--- config.mk ---
export PLATFORM = sky130hd
export DESIGN_NAME = ssc_status_core
export DESIGN_NICKNAME = d
export VERILOG_FILES = /design/src/ssc_pkg.sv /design/src/ssc_status_core.sv
export VERILOG_INCLUDE_DIRS = /design/src
export SDC_FILE = /design/constraint.sdc
export NUM_CORES = 1
export LEC_CHECK = 0
export ABC_CLOCK_PERIOD_IN_PS = 2900
export BUFFER_PORTS_ARGS = -buffer_cell sky130_fd_sc_hd__buf_4
export CAP_MARGIN = 20
export CORE_ASPECT_RATIO = 0.7
export CORE_MARGIN = 4
export CORE_UTILIZATION = 35
export CTS_BUF_LIST = sky130_fd_sc_hd__clkbuf_8
export CTS_CLUSTER_DIAMETER = 30
export DETAILED_ROUTE_END_ITERATION = 6
export PLACE_DENSITY = 0.54
export SLEW_MARGIN = 20
export SYNTH_ARGS = -nofsm -noshare
export SYNTH_HDL_FRONTEND = slang
export SYNTH_SLANG_ARGS = --single-unit
--- constraint.sdc ---
create_clock -name mclk -period 2.9 [get_ports mclk]
set_input_delay 0.29 -clock mclk [delete_from_list [all_inputs] [get_ports mclk]]
set_output_delay 0.29 -clock mclk [all_outputs]
set_load 0.01 [all_outputs]
--- src/ssc_regs.svh ---
// register offsets, field positions, answer values and codes for the status command block
`ifndef SSC_REGS_SVH
`define SSC_REGS_SVH
`define SSC_OFF_CMD 12'h000
`define SSC_OFF_ARG 12'h004
`define SSC_OFF_RESP 12'h008
`define SSC_OFF_STB 12'h00C
`define SSC_OFF_ERRPUSH 12'h010
`define SSC_OFF_IDN 12'h014
`define SSC_OFF_EVSET 12'h018
`define SSC_OFF_FLAGS 12'h01C
`define SSC_STB_QUES_BIT 3
`define SSC_STB_ESB_BIT 5
`define SSC_STB_RQS_BIT 6
`define SSC_QUES_OUT_BIT 10
`define SSC_QUES_IN_BIT 9
`define SSC_OPC_ANSWER 32'h00000001
`define SSC_TST_ANSWER 32'h00000000
`define SSC_ZERO_ANSWER 32'h00000000
`define SSC_ERR_EMPTY 32'h00000000
`define SSC_CMD_CLS 5'h01
`define SSC_CMD_ESE 5'h02
`define SSC_CMD_ESE_Q 5'h03
`define SSC_CMD_ESR_Q 5'h04
`define SSC_CMD_IDN_Q 5'h05
`define SSC_CMD_OPC 5'h06
`define SSC_CMD_OPC_Q 5'h07
`define SSC_CMD_RST 5'h08
`define SSC_CMD_SRE 5'h09
`define SSC_CMD_SRE_Q 5'h0A
`define SSC_CMD_STB_Q 5'h0B
`define SSC_CMD_TST_Q 5'h0C
`define SSC_CMD_WAI 5'h0D
`define SSC_CMD_INP_Q 5'h0E
`define SSC_CMD_OUT_Q 5'h0F
`define SSC_CMD_OPCOND_Q 5'h10
`define SSC_CMD_OPEN 5'h11
`define SSC_CMD_OPEN_Q 5'h12
`define SSC_CMD_OPEV_Q 5'h13
`define SSC_CMD_PRESET 5'h14
`define SSC_CMD_QCOND_Q 5'h15
`define SSC_CMD_QEN 5'h16
`define SSC_CMD_QEN_Q 5'h17
`define SSC_CMD_QEV_Q 5'h18
`define SSC_CMD_ERR_Q 5'h19
`define SSC_CMD_VER_Q 5'h1A
`endif

--- src/ssc_pkg.sv ---
// types for the status command block
package ssc_pkg;
	typedef struct packed {
		logic psel;
		logic penable;
		logic pwrite;
		logic [11:0] paddr;
		logic [31:0] pwdata;
	} ssc_apb_req_t;
	typedef struct packed {
		logic pready;
		logic pslverr;
		logic [31:0] prdata;
	} ssc_apb_rsp_t;
	typedef struct packed {
		logic [15:0] code;
		logic [15:0] text_idx;
	} ssc_err_t;
endpackage : ssc_pkg

--- src/ssc_status_core.sv ---
// status reporting and common command interpreter behind an apb slave
//
// Contract
// clear-status empties event registers, error queue
// event enable mask summarises into stb bit5
// event enable query returns held mask
// event register query returns then clears
// identification query returns module id text
// opc query answers one; opc, wai ignored
// self-test query always answers zero
// reset command clears on-board interrupt bit
// service enable mask drives stb bit6, request
// service enable query returns stored mask
// status byte query returns status byte
// input query: 0 signal, 1 none
// output query reports six detect circuits
// operation condition query returns that register
// operation enable write and read back
// operation event query returns event register
// preset zeroes operation and questionable enables
// questionable condition query returns live value
// questionable enable command stores mask
// questionable enable query returns it unchanged
// error query returns oldest error entry
// version query returns standard version number
// ques bit10 outputs missing, bit9 input
// enabled questionable events drive stb bit3
// output weights 1..32, sum without channel
// operation condition and event read zero
//
// The address map and the APB register port were decided locally.
`timescale 1ns/1ps
`include "ssc_regs.svh"
module ssc_status_core #(
	parameter int ERR_DEPTH = 8,
	parameter logic [31:0] IDN_WORD = 32'h5A5A0001,
	parameter logic [31:0] VERSION_WORD = 32'h000007C7
) (
	// clock and reset
	input wire logic mclk,
	input wire logic sys_rst,
	// apb slave
	input wire ssc_pkg::ssc_apb_req_t apb_req,
	output ssc_pkg::ssc_apb_rsp_t apb_rsp,
	// detect circuits, high means signal present
	input wire logic in_detect,
	input wire logic [5:0] out_detect,
	// service request and on-board interrupt
	output logic srq,
	output logic irq_bit
);
	import ssc_pkg::*;

	localparam int PW = $clog2(ERR_DEPTH);

	initial
	begin
		if (ERR_DEPTH < 2 || (1 << PW) != ERR_DEPTH)
			$error("ERR_DEPTH must be a power of two, at least 2");
	end

	function automatic logic [11:0] off_hit(input logic [11:0] a);
		off_hit = a & 12'hFFC;
	endfunction : off_hit

	// two-stage synchronisers for pins
	logic in_s1_reg, in_s2_reg;
	logic [5:0] out_s1_reg, out_s2_reg;
	always_ff @(posedge mclk)
	begin
		if (sys_rst)
		begin
			in_s1_reg <= 1'b1;
			in_s2_reg <= 1'b1;
			out_s1_reg <= 6'h3F;
			out_s2_reg <= 6'h3F;
		end
		else
		begin
			in_s1_reg <= in_detect;
			in_s2_reg <= in_s1_reg;
			out_s1_reg <= out_detect;
			out_s2_reg <= out_s1_reg;
		end
	end

	logic [15:0] ques_cond;
	logic [5:0] out_fail;
	always_comb
	begin
		out_fail = ~out_s2_reg;
		ques_cond = 16'h0000;
		ques_cond[`SSC_QUES_OUT_BIT] = |out_fail;
		ques_cond[`SSC_QUES_IN_BIT] = ~in_s2_reg;
	end

	// state
	logic [7:0] ese_reg, ese_next;
	logic [7:0] esr_reg, esr_next;
	logic [7:0] sre_reg, sre_next;
	logic [15:0] qen_reg, qen_next;
	logic [15:0] qev_reg, qev_next;
	logic [15:0] ques_prev_reg, ques_prev_next;
	logic [15:0] open_reg, open_next;
	logic irq_reg, irq_next;
	logic [31:0] resp_reg, resp_next;
	logic ready_reg, ready_next;
	logic err_reg, err_next;
	logic [31:0] rdata_reg, rdata_next;
	logic srq_reg, srq_next;
	ssc_err_t err_mem_reg [ERR_DEPTH];
	ssc_err_t err_mem_next [ERR_DEPTH];
	logic [PW:0] wp_reg, wp_next, rp_reg, rp_next;

	logic [7:0] stb;
	logic acc, wr, rd;
	logic [11:0] a;
	logic [4:0] cmd;
	logic [31:0] arg;
	// command argument sits above the command code
	logic [23:0] carg;
	logic err_empty, err_full;
	always_comb
	begin
		stb = 8'h00;
		stb[`SSC_STB_QUES_BIT] = |(qev_reg & qen_reg);
		stb[`SSC_STB_ESB_BIT] = |(esr_reg & ese_reg);
		stb[`SSC_STB_RQS_BIT] = |(stb & sre_reg & 8'hBF);
	end

	always_comb
	begin
		acc = apb_req.psel && apb_req.penable && !ready_reg;
		wr = acc && apb_req.pwrite;
		rd = acc && !apb_req.pwrite;
		a = off_hit(apb_req.paddr);
		cmd = apb_req.pwdata[4:0];
		arg = apb_req.pwdata;
		carg = apb_req.pwdata[31:8];
		err_empty = (wp_reg == rp_reg);
		err_full = (wp_reg[PW] != rp_reg[PW]) && (wp_reg[PW-1:0] == rp_reg[PW-1:0]);
		ese_next = ese_reg;
		esr_next = esr_reg;
		sre_next = sre_reg;
		qen_next = qen_reg;
		open_next = open_reg;
		irq_next = irq_reg;
		resp_next = resp_reg;
		wp_next = wp_reg;
		rp_next = rp_reg;
		err_mem_next = err_mem_reg;
		ready_next = acc;
		err_next = 1'b0;
		rdata_next = 32'h00000000;
		ques_prev_next = ques_cond;
		// rising questionable conditions latch as events
		qev_next = qev_reg | (ques_cond & ~ques_prev_reg);
		if (wr && a == `SSC_OFF_CMD)
		begin
			case (cmd)
				`SSC_CMD_CLS:
				begin
					esr_next = 8'h00;
					qev_next = ques_cond & ~ques_prev_reg;
					rp_next = wp_reg;
				end
				`SSC_CMD_ESE: ese_next = carg[7:0];
				`SSC_CMD_ESE_Q: resp_next = {24'h000000, ese_reg};
				`SSC_CMD_ESR_Q:
				begin
					resp_next = {24'h000000, esr_reg};
					esr_next = 8'h00;
				end
				`SSC_CMD_IDN_Q: resp_next = IDN_WORD;
				`SSC_CMD_OPC_Q: resp_next = `SSC_OPC_ANSWER;
				`SSC_CMD_OPC, `SSC_CMD_WAI: resp_next = resp_reg;
				`SSC_CMD_RST: irq_next = 1'b0;
				`SSC_CMD_SRE: sre_next = carg[7:0] & 8'hBF;
				`SSC_CMD_SRE_Q: resp_next = {24'h000000, sre_reg};
				`SSC_CMD_STB_Q: resp_next = {24'h000000, stb};
				`SSC_CMD_TST_Q: resp_next = `SSC_TST_ANSWER;
				`SSC_CMD_INP_Q: resp_next = {31'h00000000, ~in_s2_reg};
				`SSC_CMD_OUT_Q:
				begin
					if (carg[2:0] >= 3'd1 && carg[2:0] <= 3'd6)
						resp_next = {31'h00000000, out_fail[carg[2:0] - 3'd1]};
					else
						resp_next = {26'h0000000, out_fail};
				end
				`SSC_CMD_OPCOND_Q, `SSC_CMD_OPEV_Q: resp_next = `SSC_ZERO_ANSWER;
				`SSC_CMD_OPEN: open_next = carg[15:0];
				`SSC_CMD_OPEN_Q: resp_next = {16'h0000, open_reg};
				`SSC_CMD_PRESET:
				begin
					open_next = 16'h0000;
					qen_next = 16'h0000;
				end
				`SSC_CMD_QCOND_Q: resp_next = {16'h0000, ques_cond};
				`SSC_CMD_QEN: qen_next = {1'b0, carg[14:0]};
				`SSC_CMD_QEN_Q: resp_next = {16'h0000, qen_reg};
				`SSC_CMD_QEV_Q:
				begin
					resp_next = {16'h0000, qev_reg};
					qev_next = ques_cond & ~ques_prev_reg;
				end
				`SSC_CMD_ERR_Q:
				begin
					if (err_empty)
						resp_next = `SSC_ERR_EMPTY;
					else
					begin
						resp_next = err_mem_reg[rp_reg[PW-1:0]];
						rp_next = rp_reg + 1'b1;
					end
				end
				`SSC_CMD_VER_Q: resp_next = VERSION_WORD;
				default: err_next = 1'b1;
			endcase
		end
		else if (wr && a == `SSC_OFF_ERRPUSH)
		begin
			// a full queue drops the newest entry
			if (!err_full)
			begin
				err_mem_next[wp_reg[PW-1:0]] = arg;
				wp_next = wp_reg + 1'b1;
			end
		end
		else if (wr && a == `SSC_OFF_EVSET)
		begin
			// event set wins over a same-cycle clear
			esr_next = esr_next | arg[7:0];
			irq_next = irq_next | arg[8];
		end
		else if (wr && a != `SSC_OFF_ARG)
			err_next = 1'b1;
		if (rd)
		begin
			case (a)
				`SSC_OFF_RESP: rdata_next = resp_reg;
				`SSC_OFF_STB: rdata_next = {24'h000000, stb};
				`SSC_OFF_IDN: rdata_next = IDN_WORD;
				`SSC_OFF_FLAGS: rdata_next = {23'h000000, irq_reg, 1'b0, out_s2_reg, in_s2_reg};
				`SSC_OFF_CMD, `SSC_OFF_ARG, `SSC_OFF_ERRPUSH, `SSC_OFF_EVSET:
					rdata_next = 32'h00000000;
				default: err_next = 1'b1;
			endcase
		end
		srq_next = stb[`SSC_STB_RQS_BIT];
	end

	always_ff @(posedge mclk)
	begin
		if (sys_rst)
		begin
			ese_reg <= 8'h00;
			esr_reg <= 8'h00;
			sre_reg <= 8'h00;
			qen_reg <= 16'h0000;
			qev_reg <= 16'h0000;
			ques_prev_reg <= 16'h0000;
			open_reg <= 16'h0000;
			irq_reg <= 1'b0;
			resp_reg <= 32'h00000000;
			ready_reg <= 1'b0;
			err_reg <= 1'b0;
			rdata_reg <= 32'h00000000;
			srq_reg <= 1'b0;
			wp_reg <= '0;
			rp_reg <= '0;
			for (int i = 0; i < ERR_DEPTH; i++)
				err_mem_reg[i] <= '0;
		end
		else
		begin
			ese_reg <= ese_next;
			esr_reg <= esr_next;
			sre_reg <= sre_next;
			qen_reg <= qen_next;
			qev_reg <= qev_next;
			ques_prev_reg <= ques_prev_next;
			open_reg <= open_next;
			irq_reg <= irq_next;
			resp_reg <= resp_next;
			ready_reg <= ready_next;
			err_reg <= err_next;
			rdata_reg <= rdata_next;
			srq_reg <= srq_next;
			wp_reg <= wp_next;
			rp_reg <= rp_next;
			err_mem_reg <= err_mem_next;
		end
	end

	always_comb
	begin
		apb_rsp.pready = ready_reg;
		apb_rsp.pslverr = err_reg;
		apb_rsp.prdata = rdata_reg;
	end
	assign srq = srq_reg;
	assign irq_bit = irq_reg;
endmodule : ssc_status_core

### Word-level counts from Yosys, hierarchy flattened

Cells that the tools add are included.

* add/subtract/negate cells: 3
* $lt $le $gt $ge: 6
* equality and inequality tests: 41
* mux-type cells: 33
* bitwise logic cells: 15
* reduce and logical (&&, ||, !) cells: 38

Operators by type and width (number)
* case mux 32 bit (15 select lines): 1
* bitwise mux 256 bit: 1
* two-way mux 32 bit: 4
* case mux 32 bit (4 select lines): 1
* binary-select mux 32 bit (select 3 bit): 1
* demux 32 bit (select 3 bit): 1
* case mux 16 bit (2 select lines): 2
* equality test 5 bit (second input constant): 11
* equality test 10 x 3 -> 1 bit (second input constant): 4
* equality test 5 x 4 -> 1 bit (second input constant): 8
* two-way mux 16 bit: 2
* two-way mux 8 bit: 4
* OR reduction 26 bit: 1
* equality test 10 x 2 -> 1 bit (second input constant): 2
* equality test 5 x 3 -> 1 bit (second input constant): 4
* AND 11 x 16 -> 16 bit: 1
* AND 16 bit: 1
* inverter 16 bit: 1
* OR 16 bit: 1
* OR reduction 16 bit: 1
* OR reduction 8 bit: 2
* nonzero test 15 bit: 1
* logical NOT 12 bit: 1
* two-way mux 1 bit: 12
* other kinds (36): 68

* bits in registers: 433
* bits of input ports: 56
* output and inout port bits: 36
* logic and storage cells: 172

### Longest topological paths before layout

Gate-level depths: netlist of run 1.

* depth in word-level cells: 10
* mapped depth: 9
* depth with buffers taken out: 8

### Worst setup path before layout of run 1

OpenSTA, ideal clock, no wires.

* path kind: reg2reg
* start: reg rp_reg[0]
* end: reg resp_reg[20]
* setup time: 0.128 ns
* arrival: 2.101 ns
* required time: 2.772 ns
* path slack: 0.671 ns
* cell stages (with the launch flop): 8
* buffers on the path: 2
* period minus slack after synthesis: 2.229 ns
* path through: dfxtp_1 -> buf_1 -> clkbuf_1 -> mux4_2 -> mux2i_1 -> nor2_1 -> o22ai_1 -> nor2_1

* longest elaborated chain between the ends: 6
* elaborated cells between the ends (all ways): 7
* those cells by class: 1 x eq/ne; 5 x mux; 1 x bitwise

Ends and longest elaborated chain
* from (decl): line ssc_status_core.sv:113 `logic [PW:0] wp_reg, wp_next, rp_reg, rp_next;`
* from (signal assigned): line ssc_status_core.sv:290 `rp_reg <= rp_next;`
* inverter 3 -> 4 bit (implied by the code): line ssc_status_core.sv:212 `resp_next = err_mem_reg[rp_reg[PW-1:0]];`
* binary-select mux 32 bit (select 3 bit): line ssc_status_core.sv:212
* two-way mux 32 bit (implied by the code) (2 in series): line ssc_status_core.sv:212
* two-way mux 32 bit *: line ssc_status_core.sv:208 `if (err_empty)`
* case mux 32 bit (15 select lines) *: line ssc_status_core.sv:160 `case (cmd)`
* to (signal assigned): line ssc_status_core.sv:284 `resp_reg <= resp_next;`
* to (decl): line ssc_status_core.sv:106 `logic [31:0] resp_reg, resp_next;`

Every way passes the cells marked *; elsewhere a longest branch is shown, timed or not. The select of a mux whose other input is x is not followed.
A chain may end at the register's enable or synchronous reset.

### Worst setup path in the final report of run 1

* start: reg rp_reg[0]
* end: reg resp_reg[7]

Same word-level chain as after synthesis.

==> flow_summary.toml, run 1 <==
[setup_path]
crit_chain = "mux4_2 -> mux2i_1 -> nor2_1 -> a2111oi_1 -> buf_4 -> nor3_1"
path_buf_inv = 1
critPathMaxFanout = 27
arrival_ns = 3.20
endpoint_kind = "register"
critPathSlowestCell = "dfxtp_4"
crit_path_max_incr_delay_ns = 0.72
crit_path_start_kind = "register"
worstSetupPathType = "register to register"
worstPathRequired_ns = 3.39
crit_family = "multiplexers"

[floorplan]
die_y_um = 192.7
rows = 67
die_x_um = 271.9
io_pins = 92
start_util = 0.3552
die_area_sq_um = 52400
core_sq_um = 48030

[synthesis]
synth_area_sq_um = 17060
syn_inst = 1995
yosys-top-cells-count = "nand2_1 (571), dfxtp_1 (404), a21oi_1 (320), clkbuf_1 (121), nor2_1 (114)"
yosys_warnings = 0
ys_ff_latch = 404
synth_edf_count = 0
synthArstFlopShare = 0
yosysSeqAreaShare = 0.4740
synth_flop_cell = "dfxtp_1"
netlist_top_cells_area = "dfxtp_1 (47%), nand2_1 (13%), a21oi_1 (9.4%), mux4_2 (8.6%), clkbuf_1 (2.7%)"
yosys.cell_count.top_type = "nand2_1"
synth_nets = 2056
yosysTopAreaCellShare = 0.4740
yosysTopAreaCell = "dfxtp_1"
yosysUniqueCellTypes = 70
avgSynthCellArea_sq_um = 8.552

[clocking]
clk_path_buf_depth = 3
h-tree-depth = 3
postCtsSetupBuffers = 0
cts_tree = "done"
clkTransAtPathRegs_ns = 0.07
worstSkewPairLatency_ns = 0.64
root_buffer = "clkbuf_8"
cts.sinks = 404
cts_buffers = 69

[routing]
routed_via_density = 5.350
vias = 14860
routedWlPerCell_um = 19.96
drtIter0Drc = 1572
wl_um = 55460
dr.pass1.iters = 6
drc_errors = 0
antenna_left = 0

[sta]
rsz0062_at_grt = "false"
setup_viol = 0
relSlewSlack = 0.2678
layout_min_cycle_time_ns = 2.708
holdWs_ns = 0.05159
fin_ws_ns = 0.1918
report.final.slew_viol_count = 0
fin_skew_ns = 0.03337
clock.fmax_mhz = 369.3
fin_crit_sh = 0.9339
hold_viol = 0
tightest_slew_ns = 1.098

[placement]
port_buffers = 89
gp_congestion = 0.8825
dp.cells = 2619
dp_slack_ns = 0.01564
placed_area_sq_um = 18550
hpwl_um = 33570

[finish]
final_cell_area_sq_um = 20450
nets = 2132
drive_gt1_frac = 0.1781
area_delta_synth_final_pct = 19.88
largest_reg_flops = 256
final-instance-count-excl-fill = 2778

[pwr]
p_total_uw = 11660
power.density_nw_per_um2 = 570.1
irDropWorstVdd_mv = 0.4042
p_leak_uw = 0.006973

[grt]
gr-usage-all-layers = 0.2101
grt_pass1_vias = 14360
grt.overflow.total = 0
antenna_found_initial = 0
grt_pass1_wl_um = 85810
grt_max_degree = 171

[run]
maxCapViolCount = 0

[worst_hold_path]
hp-class = "input port to register"

[status]
status = "complete, no violations"
-- kinds of logic after synthesis --
| group | after synthesis | share of synthesized area |
|---|---|---|
| simple gates | 842 | 0.2143 |
| xor+xnor | 9 | 0.004620 |
| mux | 111 | 0.1135 |
| compound gates | 429 | 0.1412 |
| buf+inv | 195 | 0.04869 |
| flops | 404 | 0.4740 |
| fa+ha+maj | 5 | 0.003667 |
-- where the power goes --
group          switching, uW  internal [uW]  total [uW]
Clock                   2450           3230        5690
Sequential              8.96           5560        5570
Combinational            269            136         404
Total                   2730           8930       11700
-- worst paths after layout --
kind | startpoint | end | slack (ns) | depth (start not counted)
hold reg to reg | out_s1_reg[1]$_SDFF_PP1_ | out_s2_reg[1]$_SDFF_PP1_ | 0.39 | 1
setup reg to reg | rp_reg[0]$_SDFFE_PP0P_ | resp_reg[7]$_SDFFE_PP0P_ | 0.19 | 6
setup / recovery | rp_reg[0]$_SDFFE_PP0P_ | resp_reg[7]$_SDFFE_PP0P_ | 0.19 | 6
hold / removal | apb_req[8] | err_mem_reg[232]$_SDFFE_PP0P_ | 0.05 | 3
-- timing repair --
item                                    4_1_cts  5_1_grt
endpoints found under the setup margin        0        1
hold buffers                                 36        0
gates resized for setup                       0        1
hold endpoints to repair                    246        0
-- cell type report --
cell class                      instances  area [sq um]
Timing Repair Buffer                  188          1759
Sequential cell                       404          8094
Tap cell                              655         819.5
Antenna cell                            1         2.502
Clock buffer                           89          1225
Multi-Input combinational cell       1396          8194
Fill cell                            4732         27580
Inverter                               12         45.04
Clock inverter                         33         314.1
-- layer usage --
layer | vias to the layer above | track usage | share of wire
met2 | 536 | 0.3214 | 0.44
met3 | 92 | 0.04039 | 0.077
met1 | 7278 | 0.3042 | 0.46
li1 | 6956 | - | -
met4 | 0 | 0.05697 | 0.021
met5 | - | 0 | 0
-- through the flow --
step	TNS (ns)	util
floorplan	0	-
global placement	-0.01840	0.3862
detailed placement	0	0.3862
CTS	0	0.4257
global route	0	0.4258
finish	0	0.4258
-- cell usage in the layout, fill, tap and decap left out, types with 6 or more instances in the layout --
cell	n
nand3_1	27
clkbuf_8	89
or2_2	18
a211oi_1	12
o21ai_0	14
dfxtp_1	401
and2_1	16
nor2_1	112
buf_12	20
mux4_2	65
nand2_1	571
a22oi_1	38
o22ai_1	9
dlygate4sd3_1	36
a21oi_1	320
nand2b_1	11
a222oi_1	6
mux2i_1	36
mux2_2	10
buf_4	131
inv_1	25
nor3_1	22
or3_1	10
-- worst min-delay path: stages --
cell and delay (ns):
buf_4 0.19, nand2_1 0.08, a21oi_1 0.06
Power figures use the tool's default switching activity.
==> run 2: changes to the inputs <==
PLACE_DENSITY = 0.55   (was 0.54)
RECOVER_POWER = 25   (was default)
==> run 2 against run 1 <==
Effect of this change: final area decreased by 1.9%; worst hold slack worse by 0.00089 ns; register-to-register slack gained 0.02 ns; the run now ends with capacitance limit, slew limit left; sequential power hardly changed; first-iteration DRC count grew 4.7%; via count fell by 0.18%; clock skew is 0.0042 ns lower; die area stayed put; cell count fell by 0.58%; combinational power decreased by 1%; fmax is 0.68% higher; sequential share of layout area is 0.76 points higher; highest routed layer unchanged.
==> flow_summary.toml, run 2 (same netlist as run 1, synthesis figures left out) <==
[routing]
routedWlPerCell_um = 19.70
wl_um = 54410
met2RoutedLength_um = 24350
topRoutingLayerUsed = "met4"
wl_met1_um = 24890
vias = 14840
wl_met3_um = 4096
routed_via_density = 5.371
drtIter0Drc = 1646
drc_errors = 0
antenna_left = 0
dr.pass1.iters = 5

[floorplan]
start_util = 0.3552
die_y_um = 192.7
rows = 67
core_sq_um = 48030
die_area_sq_um = 52400
io_pins = 92
die_x_um = 271.9

[grt]
antenna_found_initial = 0
grt_pass1_vias = 14210
grt_max_degree = 210
grt_pass1_wl_um = 83130
grt.overflow.total = 0
gr-usage-all-layers = 0.2033

[finish]
final-instance-count-excl-fill = 2762
nets = 2121
area_delta_synth_final_pct = 17.61
largest_reg_flops = 256
layout_commonest_cell = "nand2_1"
n_antenna_cell = 0
utilization = 0.4178
final_cell_mix = "nand2_1 (571), dfxtp_1 (401), a21oi_1 (320)"
drive_gt1_frac = 0.1538

[clocking]
cts.sinks = 404
worstSkewPairLatency_ns = 0.62
h-tree-depth = 3
cts_tree = "done"
clkTransAtPathRegs_ns = 0.07
cts_buffers = 67
root_buffer = "clkbuf_8"
clk_path_buf_depth = 3

[sta]
fin_crit_sh = 0.9276
hold_viol = 0
finalSetupTns_ns = 0
clock.fmax_mhz = 371.8
fin_skew_ns = 0.02914
rsz0062_at_grt = "false"
report.final.slew_viol_count = 99
relSlewSlack = -0.2182
layout_min_cycle_time_ns = 2.690
setup_viol = 0
tightest_slew_ns = 1.827

[setup_path]
critPathMaxFanout = 22
worstSetupPathType = "register to register"
worst_r2r_path_depth = 6
endpoint_kind = "register"
crit_path_start_kind = "register"
worstPathRequired_ns = 3.37
arrival_ns = 3.16

[pwr]
power.density_nw_per_um2 = 557.7
p_total_uw = 11190
p_leak_uw = 0.006685
irDropWorstVdd_mv = 0.2718

[worst_hold_path]
min_delay_path_depth = 3
hp-class = "input port to register"

[run]
maxCapViolCount = 1

[placement]
dp.cells = 2613
gp_congestion = 0.9131
hpwl_um = 33210
port_buffers = 89

[status]
status = "finished with violations"
violations = "capacitance limit, slew limit"
run 2: cell types whose count changed in the layout (fill, tap and decap cells not counted), moves of 3 or more:
cell | before | now
and2_0 | 0 | 10
dlygate4sd3_1 | 36 | 33
clkbuf_8 | 89 | 79
clkbuf_4 | 0 | 6
clkinv_2 | 5 | 9
clkbuf_1 | 0 | 38
buf_4 | 131 | 77
and2_1 | 16 | 6
run 2: what timing repair did:
| item | 4_1_cts | 5_1_grt |
|---|---|---|
| hold buffers | 33 | 0 |
| buffers inserted | 0 | 0 |
| endpoints found under the hold margin | 213 | 0 |
| setup endpoints to repair | 0 | 1 |
| resized for setup | 0 | 1 |
run 2: worst max-delay path, stage by stage, from the launching register on:
cell and delay [ns]:
dfxtp_4 0.65, mux4_2 0.58, mux2i_1 0.26, nor2_1 0.16, a2111oi_1 0.65, buf_4 0.22
nor3_1 0.04
run 2: power breakdown:
part	leakage, uW	total (uW)	switching, uW	internal (uW)
Combinational	0.00267	398	269	130
Clock	0.000760	5220	2360	2860
Sequential	0.00326	5570	9.59	5560
run 2: area by class of cell:
| class | count | area [sq um] |
|---|---|---|
| fillers | 4743 | 27970 |
| multi-input cells | 1396 | 8175 |
| flip-flops and latches | 404 | 8094 |
| repair buffers | 179 | 1551 |
| clock buffers | 79 | 1087 |
| well taps | 655 | 819.5 |
| clock inverters | 37 | 294.0 |
| inverters | 12 | 45.04 |
run 2: path summary, 6_finish.rpt:
kind                                                from                             to  slack (ns)
worst max-delay path              rp_reg[0]$_SDFFE_PP0P_       resp_reg[7]$_SDFFE_PP0P_        0.21
worst min register to register  out_s1_reg[2]$_SDFF_PP1_       out_s2_reg[2]$_SDFF_PP1_        0.41
worst min-delay path                         apb_req[10]  err_mem_reg[170]$_SDFFE_PP0P_        0.05
worst max register to register    rp_reg[0]$_SDFFE_PP0P_       resp_reg[7]$_SDFFE_PP0P_        0.21
run 2: through the flow:
step,instance area [sq um],hold slack (ns),setup WS (ns)
3_3_place_gp,18530,0.3963,0.01297
3_5_place_dp,18530,0.3945,0.06215
5_1_grt,20070,0.01552,0.05682
2_1_floorplan,17060,0.3895,0.6715
4_1_cts,20240,0.002396,0.1161
6_report,20070,0.05070,0.2101
run 2: layer usage:
layer	vias up	GRT usage
met1	7244	0.2911
met2	572	0.3133
li1	6933	-
met5	-	0
met3	86	0.04077
met4	0	0.05577
